[src/hw/fault_pkg.sv]
package fault_pkg;
  localparam logic [11:0] off_payload = 12'h03c;
  localparam logic [11:0] off_target_low = 12'h040;
  localparam logic [11:0] off_target_high = 12'h044;
  localparam logic [11:0] off_irq_status = 12'h050;
  localparam logic [11:0] off_irq_mask = 12'h054;
  localparam logic [11:0] off_cap = 12'h058;
  localparam logic [11:0] off_msg_ctrl = 12'h05c;
  localparam logic [11:0] off_log_base = 12'h100;
  localparam int log_entries = 4;
  localparam int log_idx_w = 2;
  localparam logic [31:0] reset_word = 32'h0000_0000;
  localparam int fault_flag_bit = 127;
  localparam int req_kind_bit = 126;
  localparam int cause_lo = 96;
  localparam int source_lo = 64;
  localparam int st_logged = 0;
  localparam int st_msg_sent = 1;
  localparam int st_w = 2;
endpackage

[src/hw/log_if.sv]
`timescale 1ns/10ps
interface log_if;
  logic fill;
  logic [15:0] source;
  logic [7:0] cause;
  logic kind;
  logic clear;
  logic busy;
  logic [127:0] entry;
  modport owner (input fill, input source, input cause, input kind, input clear,
    output busy, output entry);
  modport user (output fill, output source, output cause, output kind, output clear,
    input busy, input entry);
endinterface

[src/hw/log_slot.sv]
`timescale 1ns/10ps
module log_slot (
  // clock and power-good reset
  input wire logic pclk,
  input wire logic pwrgood_n,
  // slot port
  log_if.owner s
);
  logic [15:0] src_q, src_d;
  logic [7:0] cause_q, cause_d;
  logic kind_q, kind_d;
  logic flag_q, flag_d;
  logic stage_q, stage_d;

  always_comb begin
    src_d = src_q;
    cause_d = cause_q;
    kind_d = kind_q;
    stage_d = 1'b0;
    flag_d = flag_q;
    if (s.fill && !flag_q && !stage_q) begin
      src_d = s.source;
      cause_d = s.cause;
      kind_d = s.kind;
      stage_d = 1'b1;
    end
    // flag rises a cycle after details land
    if (stage_q) flag_d = 1'b1;
    else if (s.clear) flag_d = 1'b0;
  end

  // sticky: only power-good reset reaches these
  always_ff @(posedge pclk or negedge pwrgood_n) begin
    if (!pwrgood_n) begin
      src_q <= 16'h0000;
      cause_q <= 8'h00;
      kind_q <= 1'b0;
      flag_q <= 1'b0;
      stage_q <= 1'b0;
    end else begin
      src_q <= src_d;
      cause_q <= cause_d;
      kind_q <= kind_d;
      flag_q <= flag_d;
      stage_q <= stage_d;
    end
  end

  assign s.busy = flag_q | stage_q;
  assign s.entry = {flag_q, kind_q, 22'h0, cause_q, 16'h0000, src_q, 64'h0};

  flag_after_detail_a: assert property (@(posedge pclk) disable iff (!pwrgood_n)
    $rose(flag_q) |-> $past(stage_q)) else $error("flag set without detail stage");
  one_clears_flag_a: assert property (@(posedge pclk) disable iff (!pwrgood_n)
    flag_q && s.clear && !stage_q |=> !flag_q) else $error("flag not cleared");
  kind_kept_a: assert property (@(posedge pclk) disable iff (!pwrgood_n)
    flag_q && !s.clear |=> kind_q == $past(kind_q)) else $error("kind changed");
endmodule

[src/hw/fault_event_msg_and_record.sv]
`timescale 1ns/10ps
module fault_event_msg_and_record #(
  parameter bit wide_data = 1'b1,
  parameter bit ext_irq_mode = 1'b1
) (
  // clock and resets
  input wire logic pclk,
  input wire logic presetn,
  input wire logic pwrgood_n,
  // apb slave
  input wire logic psel,
  input wire logic penable,
  input wire logic pwrite,
  input wire logic [11:0] paddr,
  input wire logic [31:0] pwdata,
  output logic [31:0] prdata,
  output logic pready,
  output logic pslverr,
  // fault report from translation logic
  input wire logic fault_valid,
  input wire logic [15:0] fault_source,
  input wire logic [7:0] fault_cause,
  input wire logic fault_is_read,
  output logic fault_ready,
  // message write toward fabric
  output logic msg_valid,
  input wire logic msg_ready,
  output logic [63:0] msg_addr,
  output logic [31:0] msg_data,
  // interrupt
  output logic irq
);
  logic [31:0] payload_q, payload_d;
  logic [29:0] target_low_q, target_low_d;
  logic [31:0] target_high_q, target_high_d;
  logic [fault_pkg::st_w-1:0] status_q, status_d, mask_q, mask_d;
  logic irq_pending_q, irq_pending_d;
  logic msg_en_q, msg_en_d;
  logic msg_valid_q, msg_valid_d;
  logic [63:0] msg_addr_q, msg_addr_d;
  logic [31:0] msg_data_q, msg_data_d;
  logic [31:0] rdata_q, rdata_d;
  logic ppf_q, ppf_d;

  logic acc, wr, rd, hit;
  logic wait_q;
  logic [fault_pkg::log_idx_w-1:0] pick;
  logic merge, free_found, logged;
  logic [fault_pkg::log_entries-1:0] busy, fill, clr, same;
  logic [127:0] entries [fault_pkg::log_entries];
  logic [11:0] log_off;

  log_if slot_if [fault_pkg::log_entries] ();

  genvar g;
  generate
    for (g = 0; g < fault_pkg::log_entries; g++) begin : slot
      assign slot_if[g].fill = fill[g];
      assign slot_if[g].source = fault_source;
      assign slot_if[g].cause = fault_cause;
      assign slot_if[g].kind = fault_is_read;
      assign slot_if[g].clear = clr[g];
      assign busy[g] = slot_if[g].busy;
      assign entries[g] = slot_if[g].entry;
      assign same[g] = busy[g] && entries[g][fault_pkg::source_lo +: 16] == fault_source;
      log_slot u_slot (
        .pclk(pclk),
        .pwrgood_n(pwrgood_n),
        .s(slot_if[g])
      );
    end
  endgenerate

  assign acc = psel && penable;
  // writes land only at the edge where pready is seen high
  assign wr = acc && pwrite && wait_q;
  assign rd = acc && !pwrite;
  assign log_off = paddr - fault_pkg::off_log_base;

  // slot choice: merge first, else lowest free entry
  always_comb begin
    merge = |same;
    free_found = 1'b0;
    pick = '0;
    for (int i = fault_pkg::log_entries - 1; i >= 0; i--) begin
      if (!busy[i]) begin
        free_found = 1'b1;
        pick = i[fault_pkg::log_idx_w-1:0];
      end
    end
    fill = '0;
    if (fault_valid && !merge && free_found) fill[pick] = 1'b1;
    logged = fault_valid && !merge && free_found;
  end
  // a full log drops the fault; merged faults are absorbed
  assign fault_ready = 1'b1;

  always_comb begin
    clr = '0;
    for (int i = 0; i < fault_pkg::log_entries; i++) begin
      if (wr && log_off[11:4] == 8'(i) && log_off[3:2] == 2'h3 && pwdata[31])
        clr[i] = 1'b1;
    end
  end

  always_comb begin
    payload_d = payload_q;
    target_low_d = target_low_q;
    target_high_d = target_high_q;
    mask_d = mask_q;
    msg_en_d = msg_en_q;
    status_d = status_q;
    ppf_d = ppf_q;
    hit = 1'b1;
    rdata_d = fault_pkg::reset_word;
    if (wr) begin
      unique case (paddr)
        fault_pkg::off_payload: begin
          payload_d[15:0] = pwdata[15:0];
          if (wide_data) payload_d[31:16] = pwdata[31:16];
        end
        fault_pkg::off_target_low: target_low_d = pwdata[31:2];
        fault_pkg::off_target_high: begin
          if (ext_irq_mode) target_high_d = pwdata;
        end
        fault_pkg::off_irq_mask: mask_d = pwdata[fault_pkg::st_w-1:0];
        fault_pkg::off_msg_ctrl: msg_en_d = pwdata[0];
        default: hit = paddr >= fault_pkg::off_log_base
          && log_off[11:4] < 8'(fault_pkg::log_entries);
      endcase
    end
    if (rd) begin
      unique case (paddr)
        fault_pkg::off_payload: rdata_d = payload_q;
        fault_pkg::off_target_low: rdata_d = {target_low_q, 2'b00};
        fault_pkg::off_target_high: rdata_d = target_high_q;
        fault_pkg::off_irq_status: begin
          rdata_d = {irq_pending_q, ppf_q, 28'h0, status_q};
          if (wait_q) status_d = '0;
        end
        fault_pkg::off_irq_mask: rdata_d = {30'h0, mask_q};
        fault_pkg::off_cap: rdata_d = {8'h0, fault_pkg::off_log_base, 12'(fault_pkg::log_entries)};
        fault_pkg::off_msg_ctrl: rdata_d = {31'h0, msg_en_q};
        default: begin
          hit = paddr >= fault_pkg::off_log_base
            && log_off[11:4] < 8'(fault_pkg::log_entries);
          if (hit) rdata_d = entries[log_off[5:4]][log_off[3:2]*32 +: 32];
        end
      endcase
    end
    // set wins over a read clear
    if (logged) status_d[fault_pkg::st_logged] = 1'b1;
    if (msg_valid_q && msg_ready) status_d[fault_pkg::st_msg_sent] = 1'b1;
    ppf_d = |busy;
  end

  // interrupt pending and message issue
  always_comb begin
    irq_pending_d = irq_pending_q;
    msg_valid_d = msg_valid_q;
    msg_addr_d = msg_addr_q;
    msg_data_d = msg_data_q;
    if (logged) irq_pending_d = 1'b1;
    if (msg_valid_q && msg_ready) begin
      msg_valid_d = 1'b0;
      irq_pending_d = logged;
    end else if (!msg_valid_q && irq_pending_q && msg_en_q) begin
      msg_valid_d = 1'b1;
      msg_addr_d = {target_high_q, target_low_q, 2'b00};
      msg_data_d = payload_q;
    end
    if (!ppf_q && !logged && !msg_valid_q) irq_pending_d = 1'b0;
  end

  always_ff @(posedge pclk or negedge presetn) begin
    if (!presetn) begin
      payload_q <= fault_pkg::reset_word;
      target_low_q <= 30'h0;
      target_high_q <= fault_pkg::reset_word;
      status_q <= '0;
      mask_q <= '0;
      msg_en_q <= 1'b0;
      rdata_q <= fault_pkg::reset_word;
      ppf_q <= 1'b0;
      irq_pending_q <= 1'b0;
      msg_valid_q <= 1'b0;
      msg_addr_q <= 64'h0;
      msg_data_q <= fault_pkg::reset_word;
    end else begin
      payload_q <= payload_d;
      target_low_q <= target_low_d;
      target_high_q <= target_high_d;
      status_q <= status_d;
      mask_q <= mask_d;
      msg_en_q <= msg_en_d;
      rdata_q <= rdata_d;
      ppf_q <= ppf_d;
      irq_pending_q <= irq_pending_d;
      msg_valid_q <= msg_valid_d;
      msg_addr_q <= msg_addr_d;
      msg_data_q <= msg_data_d;
    end
  end

  // read data comes one cycle after the access edge, so pready waits one cycle
  always_ff @(posedge pclk or negedge presetn) begin
    if (!presetn) wait_q <= 1'b0;
    else wait_q <= acc && !wait_q;
  end
  assign pready = wait_q;
  assign pslverr = 1'b0;
  assign prdata = rdata_q;
  assign msg_valid = msg_valid_q;
  assign msg_addr = msg_addr_q;
  assign msg_data = msg_data_q;
  assign irq = |(status_q & mask_q);

  low_bits_zero_a: assert property (@(posedge pclk) disable iff (!presetn)
    pready && !pwrite && paddr == fault_pkg::off_target_low |-> prdata[1:0] == 2'b00)
    else $error("target low bits not zero");
  payload_write_a: assert property (@(posedge pclk) disable iff (!presetn)
    wr && paddr == fault_pkg::off_payload
    |=> payload_q[15:0] == $past(pwdata[15:0]))
    else $error("payload not written");
  upper_half_a: assert property (@(posedge pclk) disable iff (!presetn)
    !wide_data |-> payload_q[31:16] == 16'h0000) else $error("upper half set");
  high_gate_a: assert property (@(posedge pclk) disable iff (!presetn)
    !ext_irq_mode |-> target_high_q == 32'h0) else $error("upper target set");
  log_pends_a: assert property (@(posedge pclk) disable iff (!presetn)
    logged |=> irq_pending_q) else $error("pending not raised");
  msg_form_a: assert property (@(posedge pclk) disable iff (!presetn)
    $rose(msg_valid_q) |-> msg_addr_q == {$past(target_high_q), $past(target_low_q), 2'b00}
    && msg_data_q == $past(payload_q)) else $error("message malformed");
  msg_hold_a: assert property (@(posedge pclk) disable iff (!presetn)
    msg_valid_q && !msg_ready |=> msg_valid_q && $stable(msg_addr_q))
    else $error("message dropped");
  merge_no_fill_a: assert property (@(posedge pclk) disable iff (!presetn)
    fault_valid && merge |-> fill == '0) else $error("merge filled new slot");
endmodule

[config.mk]
export PLATFORM = sky130hd
export DESIGN_NAME = fault_event_msg_and_record
export DESIGN_NICKNAME = d
export VERILOG_FILES = /design/src/hw/fault_pkg.sv /design/src/hw/log_if.sv /design/src/hw/log_slot.sv /design/src/hw/fault_event_msg_and_record.sv
export SDC_FILE = /design/constraint.sdc
export NUM_CORES = 1
export LEC_CHECK = 0
export ABC_CLOCK_PERIOD_IN_PS = 3400
export BUFFER_PORTS_ARGS = -buffer_cell sky130_fd_sc_hd__buf_2
export CAP_MARGIN = 0
export CORE_ASPECT_RATIO = 1.25
export CORE_MARGIN = 3
export CORE_UTILIZATION = 64
export CTS_BUF_LIST = sky130_fd_sc_hd__clkbuf_8
export CTS_CLUSTER_DIAMETER = 100
export DETAILED_ROUTE_END_ITERATION = 12
export HOLD_SLACK_MARGIN = 0.05
export PLACE_DENSITY_LB_ADDON = 0.08
export SLEW_MARGIN = 20
export SYNTH_ARGS = -nofsm -noshare
export SYNTH_HDL_FRONTEND = slang
export SYNTH_SLANG_ARGS = --single-unit
[constraint.sdc]
create_clock -name pclk -period 3.4 [get_ports pclk]
set_input_delay 0.68 -clock pclk [delete_from_list [all_inputs] [get_ports pclk]]
set_output_delay 0.68 -clock pclk [all_outputs]
set_load 0.005 [all_outputs]
==> metrics.yaml, run 1 <==
logic_synthesis:
  yosysTopAreaCellShare_pct: 57.7
  synth_async_sr_flop_share_pct: 100
  synth_area_leader_cell: "dfrtp_1"
  synthCells: 1010
  syn_area_sq_um: 14600
  synthFlopType: "dfrtp_1"
  synth_common_cells: "337 x dfrtp_1, 261 x mux2_2, 60 x xnor2_1"
  avgSynthCellArea_sq_um: 14.5
  synth_cell_types: 50
  yosys_register_bits: 337
  yosysWarnings: 0
  yosysMostFrequentCell: "dfrtp_1"
  ys_seq_area_share_pct: 57.7
  synth.area.top_cells: "dfrtp_1 58%, mux2_2 20%, mux4_2 4.0%, xnor2_1 3.6%, mux2_4 2.9%"
  synth_edf_count: 0
pwr:
  p_per_area_nw_per_um2: 590
  power_mw: 9.99
  leakage_nw: 8.44
  vdd_drop_max_mv: 0.477
clocking:
  htreeDepth: 2
  worstSkewPairLatency_ps: 580
  ctsResizeCount: 0
  cts-root-buf: "clkbuf_8"
  cts_tree: "built"
  post_cts_buffers: 0
  clk_pin_slew_worst_paths_ps: 60
  clk_path_buf_depth: 3
  cts_sinks: 337
  cts_buffers: 50
  hold_buffers: 1
critical_path:
  worst-setup-path-type: "flip-flop to flip-flop"
  startpoint_type: "flip-flop"
  cp_cell_sequence: "nor2_1 > nor2_1 > a22oi_1 > o2111ai_1 > nor3_4 > buf_4 > mux2_2"
  cpPeakStageDelay_ps: 770
  endpoint_kind: "flip-flop"
  cp_data_arrival_time_ps: 3250
  cp_max_fo: 18
  cp_slowest_cell: "nor3_4"
  cpMostUsedCell: "nor2_1"
  crit_required_ps: 3860
  cp_top_family: "simple AND/OR/NAND/NOR gates"
  worst-path-buf-inv: 1
layout:
  final_cells: 1541
  drive_above_1_share_pct: 49.8
  nNetsFinal: 1305
  syn_to_final_growth_pct: 15.9
route:
  ant_nets: 0
  finalWirelength_microns: 34900
  drt_iter0_markers: 606
  vias_per_cell: 6.08
  wire_per_inst_microns: 22.6
  route.detailed.drc: 0
  dr.pass1.iters: 6
  vias: 9366
placement:
  dp_hpwl_microns: 24100
  io_buffers: 205
  gp_congestion: 0.855
  place_inst: 1458
floorplan:
  start_util_pct: 65.3
  die_h_microns: 175
  top_level_ports: 210
  row_count: 61
  die_x_microns: 141
  die_area_sq_um: 24700
  coreArea_sq_um: 22400
sta:
  clock_skew_ps: 16.1
  whs_ps: 172
  period_minus_slack_ps: 2800
  post-route-period-util_pct: 82.2
  drv_slew: 0
  setup_violations: 0
  tightest_slew_ps: 941
  max_clock_freq_ghz: 0.358
  slew_headroom_pct: 37.1
  hold_violations: 0
  fin_setup_tns_ps: 0
  rsz0062_at_grt: "false"
grt:
  overflow: 0
  antenna_found_initial: 2
  grtUsageTotal_pct: 28.4
  grt_pass1_wl_microns: 54600
  grt_max_degree: 74
  grt_pass1_vias: 9782
flow_run:
  cap_violations: 0
outcome:
  status: "complete, no violations"
min_path:
  min_path_type: "input port to async pin"
[layer usage]
| metal | up-vias | GRT usage [%] | wire, microns |
|---|---|---|---|
| li1 | 4106 | - | - |
| met1 | 4830 | 36.8 | 13500 |
| met2 | 346 | 48.5 | 18100 |
| met3 | 80 | 5.06 | 2150 |
| met4 | 4 | 10.1 | 1070 |
| met5 | - | 0 | 34 |
[cells by family (layout without fill, tap and decap cells)]
logic type / count (synthesis) / after routing / share of synthesized area, %
compound gates: 81 / 81 / 4.13
simple gates: 129 / 129 / 4.44
other cells: 2 / 5 / 0.0514
buf+inv: 80 / 325 / 2.66
mux: 317 / 317 / 27.2
xor+xnor: 64 / 64 / 3.84
flops: 337 / 337 / 57.7
[worst paths after layout]
check / from / to / slack, ps / cells after the start
max reg2reg: slot[3].u_slot.flag_q / slot[0].u_slot.src_q[6] / 600 / 7
max: slot[3].u_slot.flag_q / slot[0].u_slot.src_q[6] / 600 / 7
max in group asynchronous: presetn / target_high_q[8] / 1860 / 3
min: pwrgood_n / slot[3].u_slot.cause_q[5] / 170 / 1
min reg2reg: slot[2].u_slot.stage_q / slot[2].u_slot.flag_q / 460 / 1
min in group pclk: msg_ready / msg_valid / 340 / 2
[where the power goes]
group | switching [mW] | internal (mW)
clock network | 1.46 | 1.49
registers | 0.557 | 4.63
logic | 0.742 | 1.10
total | 2.76 | 7.23
[layout make-up]
type                    count  area (sq um)
fillers                  1484          5430
diodes                      1          2.50
well taps                 283           354
clock inverters            25           115
repair buffers            239          1400
multi-input cells         595          5840
inverters                   5          18.8
clock buffers              56           771
flip-flops and latches    337          8430
[through the flow]
stage	setup WS (ps)	area, sq um	utilization (%)
3_3_place_gp	250	16000	71.7
6_report	604	16900	75.7
5_1_grt	424	16900	75.7
2_1_floorplan	527	14600	-
3_5_place_dp	227	16000	71.7
4_1_cts	588	16900	75.7
[cell usage in the layout, fill, tap and decap left out, types with 2 or more instances in the layout]
cell	n
a221oi_1	11
dfrtp_1	337
or4_1	2
mux2_2	261
nand2b_1	2
a31oi_1	6
nor2_1	27
mux2_1	2
nand3b_1	2
a22o_1	2
xnor2_1	60
nor4_1	7
buf_2	203
inv_1	23
a21o_1	2
a221o_1	7
mux4_2	26
a222oi_1	10
clkinv_2	3
buf_4	26
nand3_1	8
clkinvlp_4	2
a21oi_1	18
nor3_2	2
nand4_1	15
nand2_1	39
a22oi_1	14
nor3_1	10
buf_12	8
conb_1	4
or3_1	2
xor2_1	4
clkbuf_8	56
o21ai_0	5
mux2_4	28
[state kept, by name, indices dropped and copies added (netlist names)]
| name | flops |
|---|---|
| irq_pending_q | 1 |
| mask_q | 2 |
| msg_addr | 62 |
| msg_data | 32 |
| msg_en_q | 1 |
| msg_valid | 1 |
| payload_q | 32 |
| ppf_q | 1 |
| prdata | 32 |
| pready | 1 |
| slot.u_slot.cause_q | 32 |
| slot.u_slot.flag_q | 4 |
| slot.u_slot.kind_q | 4 |
| slot.u_slot.src_q | 64 |
| slot.u_slot.stage_q | 4 |
| status_q | 2 |
| target_high_q | 32 |
| target_low_q | 30 |
Note: power is estimated with default switching activity, not from simulation.
==> run 2, diff against run 1 <==
- ABC_CLOCK_PERIOD_IN_PS: 3400 -> 2300
- CORE_UTILIZATION: 64 -> 54
- clock period: 3.4 -> 2.3 ns (I/O delays scaled with it)
==> run 2 against run 1 <==
The flow now finishes with violations (negative setup slack). First-iteration DRC count decreased by 4.6%. Clock-buffer cell count grew 10. Final cell count increased by 13%. Die area grew 18%. Hold slack worse by 42 ps. Global-route usage fell by 2.4 points. Sequential share of layout area shrank 4.9 points. Critical path depth up 5. Routed wire length up 9.2%. Sequential cell count stayed put.
==> metrics.yaml, run 2 (same netlist as run 1, synthesis figures left out) <==
outcome:
  status: "complete, but fails checks"
  violations: "negative setup slack"
layout:
  nNetsFinal: 1445  # +11%
  regMostFlops: "slot.u_slot.src_q"
  mostFrequentLayoutCells: "337 x dfrtp_1, 216 x mux2_2, 203 x buf_2"
  drive_above_1_share_pct: 56.3  # +6.5 points
  final_util_pct: 71.3  # -4.4 points
  final_area_sq_um: 18800  # +11%
  syn_to_final_growth_pct: 28.6
  fillerInstances: 1885  # +27%
  largest_register_ffs: 64  # unchanged
  final_common_cell: "dfrtp_1"
critical_path:
  worstSetupPathDepth: 12  # +5
  worst-setup-path-type: "flip-flop to flip-flop"
  crit_start: "slot[0].u_slot.src_q[0]"
  r2r_start: "slot[0].u_slot.src_q[0]"
  cp_max_fo: 6  # -12
  cpMostUsedCell: "buf_6"
  crit_required_ps: 2740  # -1120 ps
  cp_top_family: "buffers and inverters"
  cp_data_arrival_time_ps: 2920  # -330 ps
  endpoint_kind: "flip-flop"
  startpoint_type: "flip-flop"
  rr_worst_depth: 12  # +5
  ff2ff_setup_slack_ps: -170  # -780 ps
  cp_slowest_cell: "dfrtp_1"
  cp_cell_sequence: "xnor2_1 > nand4_1 > nor4_1 > a22oi_1 > o2111ai_2 > buf_4 > buf_6 > nor3_4 > buf_6 > buf_6 > buf_12 > mux2_4"
  cpPeakStageDelay_ps: 390  # -380 ps
  worst-path-buf-inv: 5  # +4
sta:
  max_clock_freq_ghz: 0.404  # +13%
  clock_skew_ps: 22.1  # +5.95 ps
  tightest_slew_ps: 724  # -216 ps
  fin_setup_tns_ps: -6040  # -6040 ps
  fin_ws_ps: -175  # -778 ps
  rsz0062_at_grt: "true"
  setup_violations: 76  # +76
  slew_headroom_pct: 51.7  # +15 points
  drv_slew: 0  # unchanged
  hold_violations: 0  # unchanged
  period_minus_slack_ps: 2470  # -322 ps
  post-route-period-util_pct: 108  # +25 points
route:
  vias: 9849  # +5.2%
  wire_per_inst_microns: 21.8  # -3.6%
  dr.pass1.iters: 5  # -1
  ant_nets: 0  # unchanged
  vias_per_cell: 5.64  # -7.2%
  finalWirelength_microns: 38100  # +9.2%
  highest_layer: "met5"
  route.detailed.drc: 0  # unchanged
  wl_met1_microns: 15700  # +16%
  wl_met3_microns: 1670  # -22%
  drt_iter0_markers: 578  # -4.6%
  wl_met2_microns: 19500  # +7.8%
flow_run:
  cap_violations: 0  # unchanged
pwr:
  leakage_nw: 9.48  # +12%
  vdd_drop_max_mv: 0.682  # +43%
  power_mw: 16.7  # +67%
  clkPwrFrac_pct: 29.2  # -0.4 points
  power_frac_seq_pct: 45.3  # -6.7 points
  p_per_area_nw_per_um2: 889  # +51%
  internal_power_mw: 12.1  # +68%
  pwr-share-comb_pct: 25.5  # +7.1 points
  switchingPower_mw: 4.57  # +66%
  sw_frac_of_total_pct: 27.4  # -0.27 points
placement:
  io_buffers: 205  # unchanged
  place_area_sq_um: 17400  # +8.6%
  dp_hpwl_microns: 27000  # +12%
  gp_congestion: 0.868  # +1.5%
floorplan:
  top_level_ports: 210  # unchanged
  start_util_pct: 55.5  # -9.9 points
  die_x_microns: 153  # +8.5%
  coreArea_sq_um: 26300  # +18%
  die_area_sq_um: 29100  # +18%
  row_count: 66  # +8.2%
  die_h_microns: 190  # +8.6%
clocking:
  cts_sinks: 337  # unchanged
  cts_buffers: 52  # +4.0%
  worstSkewPairLatency_ps: 580  # about the same
  htreeDepth: 2  # unchanged
  clk_pin_slew_worst_paths_ps: 60  # about the same
  cts_tree: "built"
  clk_path_buf_depth: 3  # unchanged
  cts-root-buf: "clkbuf_8"
grt:
  grtUsageTotal_pct: 26.0  # -2.4 points
  antenna_found_initial: 3  # +1
  grt_pass1_vias: 10600  # +8.7%
  grt_pass1_wl_microns: 59700  # +9.3%
  grt_max_degree: 65  # -12%
  overflow: 0  # unchanged
min_path:
  hold_depth: 2
  min_path_type: "input port to flip-flop"
  worstHoldStart: "msg_ready"
==> run 2: cell count changes in the layout (fill, tap and decap cells not counted), sizes merged <==
cell	before	now
clkinvlp	2	0
clkbuf	56	66
clkinv	4	9
buf	238	375
dlygate4sd3	1	2
inv	24	20
diode	1	2
==> run 2: metal layers <==
layer  vias up  track usage, %
li1       4396               -
met1      5058            33.6
met2       306            45.4
met3        87            3.82
met4         2            8.91
met5         -               0
==> run 2: layout make-up <==
| class | instances | area [sq um] | area share, % |
|---|---|---|---|
| sequential | 337 | 8430 | 44.9 |
| inverter | 5 | 18.8 | 0.0999 |
| multi-input combinational | 595 | 6100 | 32.5 |
| clock buffer | 66 | 908 | 4.83 |
| tap | 340 | 425 | 2.26 |
| timing repair buffer | 377 | 2780 | 14.8 |
| antenna | 2 | 5.00 | 0.0266 |
| clock inverter | 24 | 116 | 0.619 |
==> run 2: what timing repair did <==
item	in CTS	in global routing
hold endpoints to repair	108	0
endpoints found under the setup margin	100	101
gates resized for setup	42	13
pin swaps	15	4
gates cloned	3	0
buffers inserted	12	2
hold buffers	2	0
==> run 2: stage by stage <==
| step | hold slack (ps) | worst slack (ps) | instances |
|---|---|---|---|
| detailed placement | 433 | -664 | 1640 |
| floorplan | 164 | -341 | 1012 |
| global placement | 438 | -655 | 1640 |
| CTS | 92.5 | -127 | 1744 |
| finish | 130 | -175 | 1746 |
| global route | 121 | -261 | 1746 |
==> run 2: worst paths after layout <==
kind / end
worst min-delay path: msg_valid
worst min register to register: slot[2].u_slot.flag_q
max in group asynchronous: slot[3].u_slot.src_q[7]
min in group asynchronous: msg_addr[50]
worst max register to register: slot[0].u_slot.src_q[6]
worst max-delay path: slot[0].u_slot.src_q[6]
==> run 2: power by group through the flow <==
| stage | registers (mW) | clock network (mW) | logic, mW |
|---|---|---|---|
| 2_1_floorplan | 7.46 | 0 | 2.21 |
| 3_3_place_gp | 7.60 | 0 | 3.81 |
| 3_5_place_dp | 7.62 | 0 | 3.88 |
| 4_1_cts | 7.54 | 5.00 | 4.19 |
| 5_1_grt | 7.65 | 5.26 | 4.54 |
| 6_report | 7.57 | 4.88 | 4.26 |
==> run 3, diff against run 2 <==
- CTS_CLUSTER_DIAMETER: 100 -> 50
- SETUP_SLACK_MARGIN: unset -> 0.3
==> run 3 against run 2 <==
The flow still finishes with violations (negative setup slack). Clock-buffer cell count fell by 4. Combinational power decreased by 5.4%. Die area unchanged. First-iteration DRC count is 8.8% lower. Global-route usage increased by 0.95 points. Fmax decreased by 0.45%. Hold slack worse by 14 ps. Non-clock buffer count is 8 lower. Final cell count decreased by 0.40%. Cell area is 2.7% higher. Clock power fell by 4%. Critical endpoint is now slot[2].u_slot.cause_q[6]. Largest power group unchanged. Highest routed layer is now met4.
==> metrics.yaml, run 3 (same netlist as run 1, synthesis figures left out) <==
sta:
  post-route-period-util_pct: 108  # +0.49 points
  setup_violations: 101  # +33%
  fin_setup_tns_ps: -14030  # -7990 ps
  tightest_slew_ps: 560  # -165 ps
  rsz0062_at_grt: "true"
  hold_violations: 0  # unchanged
  fin_ws_ps: -186  # -11.2 ps
  drv_slew: 0  # unchanged
  slew_headroom_pct: 62.7  # +11 points
  period_minus_slack_ps: 2490  # +11.2 ps
  clock_skew_ps: 26.0  # +3.92 ps
  whs_ps: 116  # -14.4 ps
  max_clock_freq_ghz: 0.402  # -0.45%
grt:
  overflow: 0  # unchanged
  grt_use_met2_pct: 47.0  # +1.6 points
  grt_max_degree: 70  # +7.7%
  met1_usage_pct: 33.1  # -0.47 points
  use_met3_pct: 4.62  # +0.80 points
  grt_pass1_wl_microns: 61100  # +2.4%
  grtUsageTotal_pct: 27.0  # +0.95 points
  antenna_found_initial: 5  # +2
  grt.busiest_layer: "met2"
  grt_pass1_vias: 10700  # +0.88%
layout:
  final_util_pct: 73.2  # +1.9 points
  largest_register_ffs: 64  # unchanged
  multiInputGateArea_sq_um: 6530  # +7.1%
  drive_above_1_share_pct: 58.7  # +2.3 points
  nNetsFinal: 1437  # -0.55%
  final_common_cell: "dfrtp_1"
  final_cells: 1739  # -0.40%
  regMostFlops: "slot.u_slot.src_q"
  syn_to_final_growth_pct: 32.1
  fillerInstances: 1743  # -7.5%
  register_area_sq_um: 8430  # unchanged
  mostFrequentLayoutCells: "337 x dfrtp_1, 201 x buf_2, 155 x mux2_2"
route:
  vias: 9897  # +0.49%
  finalWirelength_microns: 39500  # +3.7%
  ant_nets: 0  # unchanged
  drt_iter0_markers: 527  # -8.8%
  dr.pass1.iters: 5  # unchanged
  wire_per_inst_microns: 22.7  # +4.1%
  vias_per_cell: 5.69  # +0.89%
  route.detailed.drc: 0  # unchanged
outcome:
  violations: "negative setup slack"
  status: "complete, but fails checks"
min_path:
  hold_depth: 2  # unchanged
  hold_path_end: "msg_valid"
  min_path_type: "input port to flip-flop"
  worstHoldStart: "msg_ready"
critical_path:
  ff2ff_setup_slack_ps: -190  # about the same
  cpPeakStageDelay_ps: 540  # +150 ps
  rr_worst_depth: 9  # -3
  r2r-end: "slot[2].u_slot.cause_q[6]"
  cp_data_arrival_time_ps: 2920  # about the same
  endpoint_kind: "flip-flop"
  cp_slowest_cell: "or4b_4"
  cp_top_family: "simple AND/OR/NAND/NOR gates"
  worst-path-buf-inv: 2  # -3
  r2r_start: "slot[3].u_slot.src_q[14]"
  cp_max_fo: 21  # +15
  worst-setup-path-type: "flip-flop to flip-flop"
  crit_required_ps: 2740  # about the same
  startpoint_type: "flip-flop"
  cp_cell_sequence: "xnor2_2 > nand4_1 > nor4_2 > buf_4 > a22oi_2 > o2111ai_2 > or4b_4 > buf_12 > mux2_2"
pwr:
  leakage_nw: 9.55  # +0.68%
  p_per_area_nw_per_um2: 843  # -5.2%
  vdd_drop_max_mv: 0.777  # +14%
floorplan:
  start_util_pct: 55.5  # unchanged
  die_area_sq_um: 29100  # unchanged
  die_h_microns: 190  # unchanged
  coreArea_sq_um: 26300  # unchanged
  top_level_ports: 210  # unchanged
  row_count: 66  # unchanged
  die_x_microns: 153  # unchanged
clocking:
  htreeDepth: 2  # unchanged
  clk_path_buf_depth: 3  # unchanged
  cts-root-buf: "clkbuf_8"
  cts_tree: "built"
  cts_buffers: 52  # unchanged
  worstSkewPairLatency_ps: 580  # about the same
  cts_sinks: 337  # unchanged
  clk_pin_slew_worst_paths_ps: 70  # about the same
placement:
  gp_congestion: 0.895  # +3.0%
  place_inst: 1626  # -0.85%
  preCtsSetupSlack_ps: -533  # +130 ps
  io_buffers: 205  # unchanged
  dp_hpwl_microns: 27200  # +0.74%
flow_run:
  cap_violations: 0  # unchanged
==> run 3: cell types whose count changed in the layout (fill, tap and decap cells not counted), moves of 6 or more <==
cell	previous run	this run
a21oi_1	18	9
a21oi_2	0	9
a22oi_1	13	7
a22oi_2	1	7
buf_16	1	7
buf_4	131	101
buf_6	6	26
mux2_2	216	155
mux2_4	73	136
nand2_1	39	32
nand2_2	0	7
xnor2_1	52	58
xnor2_2	8	2
==> run 3: power breakdown <==
group	leakage [nW]	switching, mW	internal [mW]	total (mW)
Combinational	4.51	1.51	2.52	4.03
Clock	0.556	2.26	2.43	4.69
Sequential	4.48	0.696	6.85	7.55
==> run 3: metal layers <==
layer	wire [microns]	part of all wire (%)
met5	0	0
met4	1670	4.2
met3	2050	5.2
met2	20500	52
met1	15300	39
==> run 3: metrics by stage <==
stage	area, sq um	power [mW]
after floorplan	15200	9.85
after global placement	17500	11.4
after detailed placement	17500	11.5
after CTS	19100	16.4
after global routing	19300	17.0
final	19300	16.3
==> run 3: area by class of cell <==
type	instances	share of cell area [%]
antenna	6	0.0778
clock buffer	62	4.42
clock inverter	25	0.603
inverter	5	0.0973
multi-input combinational	595	33.9
sequential	337	43.7
tap	340	2.20
timing repair buffer	369	15.0
==> run 3: worst max path at each step <==
stage,from,to,cells after the start
final,slot[3].u_slot.src_q[14],slot[2].u_slot.cause_q[6],9
after global routing,slot[3].u_slot.src_q[14],slot[2].u_slot.cause_q[5],9
after CTS,slot[3].u_slot.src_q[14],slot[2].u_slot.cause_q[6],9
after detailed placement,fault_source[14],slot[3].u_slot.cause_q[1],11
after global placement,fault_source[14],slot[3].u_slot.src_q[9],11
after floorplan,paddr[9],target_high_q[10],7
==> run 3: timing repair <==
item                                   CTS  global route
setup endpoints to repair              197           197
buffers inserted                         8             2
gates resized for setup                 70            46
pin swaps                               40            24
gates cloned                             8             0
hold buffers                             2             0
endpoints found under the hold margin  101             0
